--- config.mk ---
export PLATFORM = sky130hd
export DESIGN_NAME = cca_core
export DESIGN_NICKNAME = d
export VERILOG_FILES = /design/src/cca_core.v
export VERILOG_INCLUDE_DIRS = /design/src
export SDC_FILE = /design/constraint.sdc
export NUM_CORES = 1
export LEC_CHECK = 0
export CORE_ASPECT_RATIO = 0.7
export CORE_MARGIN = 2
export CORE_UTILIZATION = 35
export DETAILED_ROUTE_END_ITERATION = 10
export DONT_BUFFER_PORTS = 1
export MAX_ROUTING_LAYER = met4
export PLACE_DENSITY = 0.52
export SETUP_SLACK_MARGIN = 0.02
export SYNTH_ARGS = -nofsm -noshare
export SYNTH_HDL_FRONTEND = slang
export SYNTH_SLANG_ARGS = --single-unit
--- constraint.sdc ---
create_clock -name i_core_clk -period 3.9 [get_ports i_core_clk]
set_clock_uncertainty 0.2 [all_clocks]
set_input_delay 1.17 -clock i_core_clk [delete_from_list [all_inputs] [get_ports i_core_clk]]
set_output_delay 1.17 -clock i_core_clk [all_outputs]
set_load 0.005 [all_outputs]
--- src/cca_defs.vh ---
// shared constants for the correlator core accumulate block
`ifndef CCA_DEFS_VH
`define CCA_DEFS_VH
`define CCA_CLK_NS        10
`define CCA_STEP_NS       750
`define CCA_PHASE_NS      250
`define CCA_ALIGN_NS      500
// cycle counts of the ns figures above at the 10ns clock
`define CCA_STEP_CYC      7'd75
`define CCA_PHASE_CYC     5'd25
`define CCA_ALIGN_CYC     6'd50
`define CCA_MS_TICKS      5'd20
`define CCA_CHANNELS      9'd416
`define CCA_LAST_WORD     9'd431
`define CCA_GROUP_LAST    3'd7
`define CCA_BIT_WEIGHT    3'd7
`define CCA_LO_BITS       15
`define CCA_HI_BITS       5
`define CCA_OFF_CTRL      4'h0
`define CCA_OFF_HALF      4'h4
`define CCA_OFF_STAT      4'h8
`define CCA_CTRL_RST      5'h10
`define CCA_HALF_RST      17'h0_1388
`define CCA_BLANK_MAX     4'hA
`define CCA_RESP_OK       2'b00
`define CCA_RESP_ERR      2'b10
`define CCA_ST_CAPT       2'd0
`define CCA_ST_RD         2'd1
`define CCA_ST_WR         2'd2
`define CCA_ST_HOLD       2'd3
`endif

--- src/cca_core.v ---
// correlator core accumulate, blanking timing and host word path
//
// Decided for this implementation: the AXI4-Lite register port and the placing of the registers.
`timescale 1ns/1ps
`include "cca_defs.vh"
module cca_core #(
	parameter CARDS = 26,
	parameter WORD_W = 20
) (
	input  wire                i_core_clk,
	input  wire                i_nrst,
	input  wire                i_ref_10k,
	input  wire                i_ref_0p1,
	input  wire [CARDS-1:0]    i_card_top_bit,
	input  wire [7:0]          i_card_value,
	input  wire [WORD_W-1:0]   i_knob_value,
	input  wire [WORD_W-1:0]   i_core_rdata,
	input  wire [WORD_W-1:0]   i_host_core_rdata,
	input  wire                i_host_ack,
	output reg  [4:0]          o_card_sel,
	output reg  [3:0]          o_card_chan,
	output reg  [8:0]          o_core_addr,
	output reg  [WORD_W-1:0]   o_core_wdata,
	output reg                 o_core_we,
	output reg  [8:0]          o_host_core_addr,
	output reg  [15:0]         o_host_word,
	output reg                 o_host_valid,
	output reg                 o_word_load_strobe,
	output reg                 o_integrate_flag,
	output reg                 o_mult_clk_en,
	output wire                o_shift_clk_en,
	output reg                 o_clear_counters,
	output reg                 o_shift_pulse_drive,
	output reg                 o_strobe_pulse_drive,
	output reg  [7:0]          o_sequence_state,
	output reg  [3:0]          o_seq_index,
	input  wire [31:0]         s_axi_awaddr,
	input  wire                s_axi_awvalid,
	output wire                s_axi_awready,
	input  wire [31:0]         s_axi_wdata,
	input  wire [3:0]          s_axi_wstrb,
	input  wire                s_axi_wvalid,
	output wire                s_axi_wready,
	output reg  [1:0]          s_axi_bresp,
	output reg                 s_axi_bvalid,
	input  wire                s_axi_bready,
	input  wire [31:0]         s_axi_araddr,
	input  wire                s_axi_arvalid,
	output wire                s_axi_arready,
	output reg  [31:0]         s_axi_rdata,
	output reg  [1:0]          s_axi_rresp,
	output reg                 s_axi_rvalid,
	input  wire                s_axi_rready
);
	reg  [4:0]        ctrl;
	reg  [16:0]       half_ticks;
	reg  [2:0]        s10k;
	reg  [2:0]        s0p1;
	reg               lvl_10k;
	reg               lvl_0p1;
	reg  [6:0]        step_cnt;
	reg  [4:0]        ph_cnt;
	reg  [1:0]        phase_counter;
	reg  [7:0]        sequence_counter;
	reg  [7:0]        next_seq;
	reg  [3:0]        next_idx;
	reg  [5:0]        align_cnt;
	reg  [16:0]       rate_divider;
	reg               switching_synchronizer;
	reg  [4:0]        ms_tick;
	reg  [3:0]        blanking_ms_counter;
	reg               blanking_flop;
	reg               flag_driver_stage;
	reg               blanking_end;
	reg  [1:0]        st;
	reg  [8:0]        integration_address_counter;
	reg  [2:0]        grp;
	reg  [7:0]        top_bit_capture_shift;
	reg  [7:0]        blanking_temp_shift [0:7];
	reg  [WORD_W-1:0] core_write_holding_register;
	reg               xfer_done;
	reg  [9:0]        host_cnt;
	reg               host_active;
	reg               host_pend;
	reg               computer_address_lsb;
	reg               host_sign;
	reg               aw_got;
	reg               w_got;
	reg  [3:0]        aw_off;
	reg  [31:0]       w_data;
	reg  [3:0]        w_strb;
	reg  [WORD_W-1:0] sum;
	wire              tick_10k;
	wire              mark_0p1;
	wire              step_en;
	wire              ph_en;
	wire [3:0]        blank_code;
	integer           k;

	// three-stage pin synchronisers, level moves once stages two and three agree
	always @(posedge i_core_clk)
	begin
		if (!i_nrst)
		begin
			s10k <= 3'b000;
			s0p1 <= 3'b000;
			lvl_10k <= 1'b0;
			lvl_0p1 <= 1'b0;
		end
		else
		begin
			s10k <= {s10k[1:0], i_ref_10k};
			s0p1 <= {s0p1[1:0], i_ref_0p1};
			if (s10k[1] == s10k[2])
				lvl_10k <= s10k[2];
			if (s0p1[1] == s0p1[2])
				lvl_0p1 <= s0p1[2];
		end
	end
	assign tick_10k = s10k[1] & s10k[2] & ~lvl_10k;
	assign mark_0p1 = s0p1[1] & s0p1[2] & ~lvl_0p1;

	// 750ns channel step and 250ns phase enables
	assign step_en = (step_cnt == `CCA_STEP_CYC - 7'd1);
	assign ph_en = (ph_cnt == `CCA_PHASE_CYC - 5'd1);
	always @(posedge i_core_clk)
	begin
		if (!i_nrst)
		begin
			step_cnt <= 7'd0;
			ph_cnt <= 5'd0;
			phase_counter <= 2'b00;
			o_shift_pulse_drive <= 1'b0;
			o_strobe_pulse_drive <= 1'b0;
			sequence_counter <= 8'h00;
			o_sequence_state <= 8'h00;
			o_seq_index <= 4'h0;
			o_card_chan <= 4'h0;
		end
		else
		begin
			step_cnt <= step_en ? 7'd0 : step_cnt + 7'd1;
			ph_cnt <= (ph_en | step_en) ? 5'd0 : ph_cnt + 5'd1;
			if (step_en)
				o_card_chan <= o_card_chan + 4'h1;
			if (step_en)
				phase_counter <= 2'b00;
			else if (ph_en)
			begin
				case (phase_counter)
				2'b00: phase_counter <= 2'b01;
				2'b01: phase_counter <= 2'b11;
				default: phase_counter <= 2'b00;
				endcase
			end
			o_shift_pulse_drive <= phase_counter[1];
			o_strobe_pulse_drive <= phase_counter[0];
			if (ph_en)
			begin
				sequence_counter <= next_seq;
				o_sequence_state <= next_seq;
				o_seq_index <= next_idx;
			end
		end
	end

	// shift code walk; unlisted states fall back to zero
	always @*
	begin
		next_seq = 8'h00;
		case (sequence_counter)
		8'h00: next_seq = 8'h01;
		8'h01: next_seq = 8'h07;
		8'h07: next_seq = 8'h0F;
		8'h0F: next_seq = 8'h1F;
		8'h1F: next_seq = 8'h3F;
		8'h3F: next_seq = 8'h7F;
		8'h7F: next_seq = 8'hFF;
		8'hFF: next_seq = 8'hFE;
		8'hFE: next_seq = 8'hF8;
		8'hF8: next_seq = 8'hE0;
		8'hE0: next_seq = 8'hC0;
		8'hC0: next_seq = 8'h80;
		default: next_seq = 8'h00;
		endcase
		// two-bit decodes of the state being entered
		next_idx = 4'h0;
		if (next_seq[7] & ~next_seq[6])
			next_idx = 4'hC;
		else if (next_seq[6] & ~next_seq[5])
			next_idx = 4'hB;
		else if (next_seq[5] & ~next_seq[3])
			next_idx = 4'hA;
		else if (next_seq[3] & ~next_seq[2])
			next_idx = 4'h9;
		else if (next_seq[0] & ~next_seq[1])
			next_idx = 4'h1;
		else if (next_seq[2] & ~next_seq[3])
			next_idx = 4'h2;
		else if (next_seq[3] & ~next_seq[4])
			next_idx = 4'h3;
		else if (next_seq[4] & ~next_seq[5])
			next_idx = 4'h4;
		else if (next_seq[5] & ~next_seq[6])
			next_idx = 4'h5;
		else if (next_seq[6] & ~next_seq[7])
			next_idx = 4'h6;
		else if (next_seq[7] & next_seq[0])
			next_idx = 4'h7;
		else if (next_seq[7] & next_seq[1])
			next_idx = 4'h8;
	end

	// rate divider, alignment pulse and blanking timer
	assign blank_code = (ctrl[3:0] > `CCA_BLANK_MAX) ? `CCA_BLANK_MAX
		: ctrl[3:0];
	assign o_shift_clk_en = 1'b1;
	always @(posedge i_core_clk)
	begin
		if (!i_nrst)
		begin
			align_cnt <= 6'd0;
			rate_divider <= 17'd0;
			switching_synchronizer <= 1'b0;
			ms_tick <= 5'd0;
			blanking_ms_counter <= 4'd0;
			blanking_end <= 1'b0;
			blanking_flop <= 1'b0;
			flag_driver_stage <= 1'b1;
			o_integrate_flag <= 1'b1;
			o_mult_clk_en <= 1'b1;
		end
		else
		begin
			if (mark_0p1)
				align_cnt <= `CCA_ALIGN_CYC;
			else if (align_cnt != 6'd0)
				align_cnt <= align_cnt - 6'd1;
			switching_synchronizer <= 1'b0;
			if (align_cnt != 6'd0)
				rate_divider <= 17'd0;
			else if (tick_10k)
			begin
				if (rate_divider >= half_ticks - 17'd1)
				begin
					rate_divider <= 17'd0;
					switching_synchronizer <= ctrl[4];
				end
				else
					rate_divider <= rate_divider + 17'd1;
			end
			if (!blanking_flop)
			begin
				ms_tick <= 5'd0;
				blanking_ms_counter <= 4'd0;
			end
			else if (tick_10k)
			begin
				if (ms_tick == `CCA_MS_TICKS - 5'd1)
				begin
					ms_tick <= 5'd0;
					blanking_ms_counter <= blanking_ms_counter + 4'd1;
				end
				else
					ms_tick <= ms_tick + 5'd1;
			end
			// length is (code+2) steps of 2ms
			blanking_end <= blanking_flop
				& (blanking_ms_counter == blank_code + 4'd2);
			if (switching_synchronizer)
				blanking_flop <= 1'b1;
			else if (blanking_end)
				blanking_flop <= 1'b0;
			flag_driver_stage <= ~blanking_flop;
			o_integrate_flag <= flag_driver_stage;
			o_mult_clk_en <= flag_driver_stage;
		end
	end

	// accumulate adder: top bit at the eighth weight, or whole byte
	always @*
	begin
		if (o_integrate_flag)
			sum = i_core_rdata
				+ ({{(WORD_W-1){1'b0}}, top_bit_capture_shift[0]}
				<< `CCA_BIT_WEIGHT);
		else
			sum = i_core_rdata
				+ {{(WORD_W-8){1'b0}}, blanking_temp_shift[grp]};
	end

	// core read-modify-write sequencer
	always @(posedge i_core_clk)
	begin
		if (!i_nrst)
		begin
			st <= `CCA_ST_CAPT;
			integration_address_counter <= 9'd0;
			grp <= 3'd0;
			top_bit_capture_shift <= 8'h00;
			for (k = 0; k < 8; k = k + 1)
				blanking_temp_shift[k] <= 8'h00;
			core_write_holding_register <= {WORD_W{1'b0}};
			o_core_wdata <= {WORD_W{1'b0}};
			o_core_we <= 1'b0;
			o_core_addr <= 9'd0;
			o_card_sel <= 5'd0;
			o_clear_counters <= 1'b0;
			xfer_done <= 1'b0;
		end
		else
		begin
			o_core_we <= 1'b0;
			o_clear_counters <= 1'b0;
			o_core_addr <= integration_address_counter;
			o_card_sel <= integration_address_counter[8:4];
			if (o_integrate_flag)
				xfer_done <= 1'b0;
			// a mode change restarts the address walk at word zero
			if (flag_driver_stage != o_integrate_flag)
			begin
				st <= `CCA_ST_CAPT;
				grp <= 3'd0;
				integration_address_counter <= 9'd0;
			end
			else
			case (st)
			`CCA_ST_CAPT:
			begin
				if (!o_integrate_flag & xfer_done)
					grp <= 3'd0;
				else if (step_en
					& (o_card_chan[2:0] == grp))
				begin
					// take this channel while it is on the card bus
					top_bit_capture_shift <= {
						i_card_top_bit[integration_address_counter[8:4]],
						top_bit_capture_shift[7:1]};
					blanking_temp_shift[grp] <= i_card_value;
					grp <= grp + 3'd1;
					if (grp == `CCA_GROUP_LAST)
						st <= `CCA_ST_RD;
				end
			end
			`CCA_ST_RD:
			begin
				st <= `CCA_ST_WR;
			end
			`CCA_ST_WR:
			begin
				if (!o_integrate_flag
					& (integration_address_counter >= `CCA_CHANNELS))
					core_write_holding_register <= i_knob_value;
				else
					core_write_holding_register <= sum;
				if (o_integrate_flag)
					top_bit_capture_shift <= {1'b0,
						top_bit_capture_shift[7:1]};
				st <= `CCA_ST_HOLD;
			end
			default:
			begin
				o_core_wdata <= core_write_holding_register;
				o_core_we <= 1'b1;
				grp <= grp + 3'd1;
				st <= (grp == `CCA_GROUP_LAST) ? `CCA_ST_CAPT : `CCA_ST_RD;
				if (o_integrate_flag
					& (integration_address_counter >= `CCA_CHANNELS - 9'd1))
					integration_address_counter <= 9'd0;
				else if (integration_address_counter == `CCA_LAST_WORD)
				begin
					integration_address_counter <= 9'd0;
					xfer_done <= 1'b1;
					o_clear_counters <= 1'b1;
				end
				else
					integration_address_counter <=
						integration_address_counter + 9'd1;
			end
			endcase
		end
	end

	// host word path: each word read twice, low 15 then high 5 bits
	always @(posedge i_core_clk)
	begin
		if (!i_nrst)
		begin
			host_cnt <= 10'd0;
			host_active <= 1'b0;
			host_pend <= 1'b0;
			computer_address_lsb <= 1'b0;
			host_sign <= 1'b1;
			o_host_core_addr <= 9'd0;
			o_host_word <= 16'h0000;
			o_host_valid <= 1'b0;
			o_word_load_strobe <= 1'b0;
		end
		else
		begin
			o_word_load_strobe <= 1'b0;
			host_pend <= 1'b0;
			if (o_clear_counters)
			begin
				host_cnt <= 10'd0;
				host_active <= 1'b1;
				host_pend <= 1'b1;
				host_sign <= 1'b1;
				o_host_valid <= 1'b0;
				o_host_core_addr <= 9'd0;
				computer_address_lsb <= 1'b0;
			end
			else if (host_pend)
			begin
				o_word_load_strobe <= 1'b1;
				o_host_valid <= 1'b1;
				if (computer_address_lsb)
					o_host_word <= {host_sign, 10'd0,
						i_host_core_rdata[WORD_W-1:`CCA_LO_BITS]};
				else
					o_host_word <= {host_sign,
						i_host_core_rdata[`CCA_LO_BITS-1:0]};
			end
			else if (i_host_ack & o_host_valid)
			begin
				o_host_valid <= 1'b0;
				host_sign <= ~host_sign;
				if (host_cnt == {`CCA_LAST_WORD, 1'b1})
					host_active <= 1'b0;
				else
				begin
					host_cnt <= host_cnt + 10'd1;
					computer_address_lsb <= ~host_cnt[0];
					o_host_core_addr <= host_cnt[9:1] + {8'd0, host_cnt[0]};
					host_pend <= 1'b1;
				end
			end
		end
	end

	// register bus slave
	assign s_axi_awready = ~aw_got & ~s_axi_bvalid;
	assign s_axi_wready = ~w_got & ~s_axi_bvalid;
	assign s_axi_arready = ~s_axi_rvalid;
	always @(posedge i_core_clk)
	begin
		if (!i_nrst)
		begin
			aw_got <= 1'b0;
			w_got <= 1'b0;
			aw_off <= 4'h0;
			w_data <= 32'h0000_0000;
			w_strb <= 4'h0;
			s_axi_bvalid <= 1'b0;
			s_axi_bresp <= `CCA_RESP_OK;
			s_axi_rvalid <= 1'b0;
			s_axi_rresp <= `CCA_RESP_OK;
			s_axi_rdata <= 32'h0000_0000;
			ctrl <= `CCA_CTRL_RST;
			half_ticks <= `CCA_HALF_RST;
		end
		else
		begin
			if (s_axi_awvalid & s_axi_awready)
			begin
				aw_got <= 1'b1;
				aw_off <= (s_axi_awaddr[31:4] == 28'd0) ? s_axi_awaddr[3:0]
					: 4'hF;
			end
			if (s_axi_wvalid & s_axi_wready)
			begin
				w_got <= 1'b1;
				w_data <= s_axi_wdata;
				w_strb <= s_axi_wstrb;
			end
			if (aw_got & w_got)
			begin
				aw_got <= 1'b0;
				w_got <= 1'b0;
				s_axi_bvalid <= 1'b1;
				s_axi_bresp <= `CCA_RESP_OK;
				if (aw_off == `CCA_OFF_CTRL)
				begin
					if (w_strb[0])
						ctrl <= w_data[4:0];
				end
				else if (aw_off == `CCA_OFF_HALF)
				begin
					if (w_strb[0])
						half_ticks[7:0] <= w_data[7:0];
					if (w_strb[1])
						half_ticks[15:8] <= w_data[15:8];
					if (w_strb[2])
						half_ticks[16] <= w_data[16];
				end
				else
					s_axi_bresp <= `CCA_RESP_ERR;
			end
			else if (s_axi_bvalid & s_axi_bready)
				s_axi_bvalid <= 1'b0;
			if (s_axi_arvalid & s_axi_arready)
			begin
				s_axi_rvalid <= 1'b1;
				s_axi_rresp <= `CCA_RESP_OK;
				s_axi_rdata <= 32'h0000_0000;
				if (s_axi_araddr == {28'd0, `CCA_OFF_CTRL})
					s_axi_rdata <= {27'd0, ctrl};
				else if (s_axi_araddr == {28'd0, `CCA_OFF_HALF})
					s_axi_rdata <= {15'd0, half_ticks};
				else if (s_axi_araddr == {28'd0, `CCA_OFF_STAT})
					s_axi_rdata <= {host_cnt, 5'd0,
						integration_address_counter, 4'd0, xfer_done,
						host_active, blanking_flop, o_integrate_flag};
				else
					s_axi_rresp <= `CCA_RESP_ERR;
			end
			else if (s_axi_rvalid & s_axi_rready)
				s_axi_rvalid <= 1'b0;
		end
	end
endmodule // cca_core

* Word-level counts from Yosys, hierarchy flattened
Memory sizes are Yosys's and may differ from the RTL's. A register that Yosys moved wholly into a read port is not among the register bits.
Index checks and enable logic that the tools add are counted.
** Storage, ports and cells
- Flip-flop bits (word level) :: 283
- Memory bits (writable) :: 64
- Output and inout bits :: 125
- Word-level logic and storage cells :: 294
- Memories :: 1
** Operators by class
- Add/sub/neg operators :: 15
- $lt $le $gt $ge :: 5
- Equal/unequal tests :: 34
- Mux-type cells :: 83
- Bitwise operators :: 57
- Reduce and logical (&&, ||, !) cells :: 43
** Memories
- blanking_temp_shift :: words 8, width 8, rd ports 1, clocked after Yosys merged registers in 1, wr ports 8, RTL line cca_core.v:79 : reg [7:0] blanking_temp_shift [0:7];
** Operators with widths (count)
- 32-bit two-way mux :: 3
- 8-bit one-hot mux with 12 select lines :: 1
- 4-bit two-way mux :: 14
- 20-bit by 8-bit adder with 20-bit output :: 2
- 8-bit equality test (second input constant) :: 5
- 20-bit two-way mux :: 2
- 1-bit two-way mux :: 34
- 32-bit by 3-bit equality test with 1-bit output (second input constant) :: 1
- 32-bit by 4-bit equality test with 1-bit output (second input constant) :: 1
- 32-bit logical NOT :: 1
- 8-bit two-way mux :: 4
- 1-bit AND :: 30
- 28-bit logical NOT :: 1
- 1-bit NOT :: 26
- 9-bit >= comparator (second input constant) :: 2
- 9-bit two-way mux :: 2
- 17-bit by 1-bit adder with 17-bit output (second input constant) :: 1
- 17-bit >= comparator :: 1
- 17-bit two-way mux :: 1
- 17-bit by 1-bit subtractor with 17-bit output (second input constant) :: 1
- 2-bit two-way mux :: 8
- 8-bit one-hot mux with 2 select lines :: 1
- 2-bit nonzero test :: 8
- 2-bit OR reduction :: 8
- 53 further kinds :: 79

* Logic depth before layout (Yosys ltp)
- Depth in word-level cells :: 15
- Gate-level depth with buffers :: 16
- Depth with buffers taken out :: 15

* Least setup slack after synthesis
OpenSTA, ideal clock, no wires.
- Kind :: flip-flop to flip-flop
- From :: register with a tool-made name
- To :: register core_write_holding_register[9]
- Setup time :: 0.120 ns
- Arrival time :: 3.877 ns
- Required time :: 3.580 ns
- Setup slack :: -0.297 ns
- Cell stages (with the launch flop) :: 13
- Path buffers :: 3
- Period minus slack after synthesis :: 4.197 ns
- Cell sequence :: dfxtp_1 > clkbuf_1 > buf_1 > mux4_2 > mux2_2 > ha_1 > clkbuf_1 > a211oi_1 > nor2_1 > nor4b_1 > or2_2 > nor4_1 > o31a_1
** RTL lines
- end signal, assigned :: RTL line cca_core.v:303 : core_write_holding_register <= {WORD_W{1'b0}};
- end signal, assigned :: RTL line cca_core.v:353 : core_write_holding_register <= i_knob_value;
- end signal, assigned :: RTL line cca_core.v:355 : core_write_holding_register <= sum;
- end, declared :: RTL line cca_core.v:80 : reg [WORD_W-1:0] core_write_holding_register;

* Worst setup path in the final report
- From :: register half_ticks[0]
- To :: register rate_divider[5]
** Between the ends
- Longest elaborated chain between the ends :: 3
** Ends and longest elaborated chain
- start, declared :: RTL line cca_core.v:56 : reg [16:0] half_ticks;
- start signal, assigned :: RTL line cca_core.v:460 : half_ticks <= `CCA_HALF_RST;
- start signal, assigned :: RTL line cca_core.v:490 : half_ticks[7:0] <= w_data[7:0];
- 17-bit by 1-bit subtractor with 17-bit output :: RTL line cca_core.v:244 : if (rate_divider >= half_ticks - 17'd1)
- 17-bit >= comparator :: RTL line cca_core.v:244
- 17-bit two-way mux :: RTL line cca_core.v:244
- end signal, assigned :: RTL line cca_core.v:250 : rate_divider <= rate_divider + 17'd1;
- end, declared :: RTL line cca_core.v:68 : reg [16:0] rate_divider;
No other way between the ends.
A chain may end at the register's enable or synchronous reset.

==> reports/qor.yml <==
grt:
  grt_antenna_before_repair: 0
  grt.overflow.total: 0
  total_global_routing_track_utilization_pct: 19.14
  wire_length_of_the_first_global_routing_pass_um: 67640
  first_global_vias: 11400
  grt_max_degree: 76
routing:
  post-route-drc-count: 0
  drt_first_pass_iters: 7
  via_count_normalized_by_instance_count: 5.330
  initialDrtViolationCount: 824
  vias: 11810
  finalWirelength_um: 44130
  antenna_left: 0
  post_drt_wl_per_cell_um: 19.92
critical_path:
  worstReg2RegEnd: "rate_divider[5]"
  setup.worst_path.end_class: "flip-flop"
  critPathLaunch: "half_ticks[0]"
  regToRegSetupSlack_ns: 0.29
  critPathRequiredTime_ns: 4.11
  worst_setup_path_start_kind: "flip-flop"
  path_max_fanout: 17
  timing.setup.critical_path_class: "reg -> reg"
  timing.critical_path.to: "rate_divider[5]"
  worst-r2r-cell-count: 13
  critical_path_arrival_ns: 3.82
  r2r-start: "half_ticks[0]"
finish:
  syn_to_final_growth_pct: 11.51
  layout-drive-gt1-share_pct: 9.192
  finish.instance_area_um2: 17370
  layout.nets: 1852
  final_standard_cell_count_with_taps_included_and_fillers_excluded: 2215
  leading_cell_type_in_the_layout_fill_and_taps_excluded: "sky130_fd_sc_hd__dfxtp_1"
  n_antenna_cell: 0
  final_cell_mix: "267 x sky130_fd_sc_hd__dfxtp_1, 184 x sky130_fd_sc_hd__nand2_1, 157 x sky130_fd_sc_hd__nor2_1"
timing:
  timing_worst_slew_pin_value_ns: 0.9714
  rsz0062_at_grt: "no"
  max_transition_margin_pct: 35.24
  final-hold-violation-count: 0
  period_minus_slack_ns: 3.610
  timing_max_transition_violations_final: 0
  post-route-worst-setup-slack_ns: 0.2902
  finalSetupViolCount: 0
  timing.fmax_mhz: 277.0
  final.setup.tns_ns: 0
  min_period_over_period_pct: 92.56
synth:
  synth_sequential_area_ratio_pct: 46.66
  synthesis_stage_register_bit_count: 331
  postSynthCellCount: 1632
  synthesis.area_per_instance_um2: 9.543
  synth_adder_area_share_pct: 4.226
  synthArstFlopShare_pct: 0
  main_combinational_cell_family_by_area_after_synthesis: "simple AND/OR/NAND/NOR gates"
  synth_compound_area_share_pct: 11.66
  synth_enable_flop_cells: 64
  yosys.area_share.xor_xnor_pct: 4.330
  syn_std_cell_area_um2: 15570
  yosysWarnings: 0
  synth.mux.area_fraction_pct: 7.640
  synthesized_area_fraction_occupied_by_and_or_nand_nor_cells_pct: 21.22
  dominantRegCellSynth: "sky130_fd_sc_hd__dfxtp_1"
  yosysUniqueCellTypes: 77
placed_design:
  hpwlAfterDp_um: 32390
  post-place-ws_ns: 0.1005
  place.detailed.instances: 2153
  placement.cell_area_um2: 16110
  place.gp.congestion: 0.8138
  port-buffer-count: 0
clock_network:
  post_cts.repair.setup_buffers: 0
  path_clk_slew_ns: 0.06
  tritoncts.num_buffers: 35
  ctsHoldBuffers: 0
  clock-root-buffer: "sky130_fd_sc_hd__clkbuf_16"
  clock_sink_count: 331
  h_tree_depth: 2
  post_cts_resize_count: 0
  cts_tree: "yes"
  clock_path_buffers: 3
  clk_latency_ns: 0.52
hold_path:
  holdCritPathClass: "reg -> reg"
floorplan:
  dieWidth_um: 256.1
  die-area_um2: 46230
  floorplan.die.height_um: 180.5
  placementRows: 64
  initial_core_utilization_pct: 35.55
  top_level_ports: 329
  coreArea_um2: 43800
flow_run:
  cap_viol_max_count: 0
power:
  leakage_nw: 6.336
  power_density_nw_per_um2: 438.7
  worst_ir_drop_vdd_v: 0.0003274
outcome:
  outcome: "complete, no violations"
[logic make-up after synthesis]
family                     count (synthesis)
xor gates and xnor gates                  77
buffers and inverters                    149
muxes                                     90
DFF                                      331
adders and majority gates                 52
other                                      2
and+or+nand+nor                          651
AOI/OAI and AO/OA                        280
[registers in the layout, indices dropped and copies added (netlist names), 7 cells and up, named ones only]
| register | cells |
|---|---|
| top_bit_capture_shift | 8 |
| w_data | 17 |
| o_host_core_addr | 9 |
| o_core_wdata | 20 |
| step_cnt | 7 |
| core_write_holding_register | 20 |
| blanking_temp_shift | 64 |
| s_axi_rdata | 27 |
| o_host_word | 16 |
| integration_address_counter | 9 |
| sequence_counter | 7 |
| half_ticks | 17 |
| rate_divider | 17 |
[worst min path at each step]
stage,slack (ns),cells past startpoint,end,startpoint
2_1_floorplan,0.21,1,s0p1[1],s0p1[0]
3_3_place_gp,0.23,1,s10k[1],s10k[0]
3_5_place_dp,0.22,1,s10k[1],s10k[0]
4_1_cts,0.24,1,s10k[1],s10k[0]
5_1_grt,0.26,1,s10k[1],s10k[0]
6_report,0.23,1,s10k[1],s10k[0]
[worst max-delay path, cell delays in order (launching register included)]
cell and delay, ns:
sky130_fd_sc_hd__dfxtp_1 0.35, sky130_fd_sc_hd__or4_4 0.56, sky130_fd_sc_hd__or4b_4 0.51, sky130_fd_sc_hd__nor3_2 0.18
sky130_fd_sc_hd__nand2b_1 0.12, sky130_fd_sc_hd__nor4_2 0.17, sky130_fd_sc_hd__xnor2_1 0.11, sky130_fd_sc_hd__ha_1 0.30
sky130_fd_sc_hd__nand4_1 0.20, sky130_fd_sc_hd__nor4_2 0.35, sky130_fd_sc_hd__o31ai_2 0.10, sky130_fd_sc_hd__nand4_1 0.13
sky130_fd_sc_hd__buf_12 0.16, sky130_fd_sc_hd__nor2_1 0.05
[cell type report]
| type | instances | area (µm²) |
|---|---|---|
| fill | 4388 | 26440 |
| multi-input combinational | 1158 | 7720 |
| sequential | 331 | 7267 |
| clock buffer | 51 | 1049 |
| tap | 594 | 743.2 |
| timing repair buffer | 32 | 277.8 |
| clock inverter | 11 | 165.2 |
| inverter | 38 | 145.1 |
[per-layer routing]
metal  track usage [%]  vias to the layer above  part of all wire (%)
met2             28.93                      354                    44
li1                  -                     5683                     -
met1             26.10                     5729                    47
met3             4.909                       41                   7.5
met4             3.228                        0                   1.3
met5                 -                        -                     0
[cells in the mapped netlist, drive strengths merged (8+ instances only)]
cell type  count  area, µm²
a22o          13      113.9
nor2b         18      112.6
a31oi         15      93.84
dfxtp        267       5345
a222oi         9      90.09
a211oi        12      90.09
or3            9      56.30
xor2          43      376.6
xnor2         34      297.8
mux4          22      495.5
a22oi         29      217.7
and2          90      563.0
and3          13      81.33
a21oi         95      475.5
nor2         157      589.3
mux2          11      123.9
o211ai         8      60.06
edfxtp        64       1922
nor3          22      126.4
o21ai         47      235.2
ha            51      638.1
buf           36      232.7
nand3         49      250.2
inv           38      142.6
nand2        184      690.7
nor4          25      186.4
mux2i         57      570.6
clkbuf        75      281.5
nand4         23      143.9
nand2b        19      118.9
[metrics by stage]
step	utilization, %	power, mW	hold slack (ns)
floorplan	-	4.056	0.2119
global placement	36.78	4.157	0.2304
detailed placement	36.78	4.166	0.2243
CTS	39.55	7.718	0.2383
global route	39.65	7.934	0.2585
finish	39.65	7.619	0.2323
[report_power, final]
| part | internal (mW) | switching (mW) | leakage (nW) |
|---|---|---|---|
| Sequential | 3.57 | 0.0525 | 2.77 |
| Clock | 2.14 | 1.39 | 0.592 |
| Combinational | 0.199 | 0.266 | 2.98 |
Power figures use the tool's default switching activity.
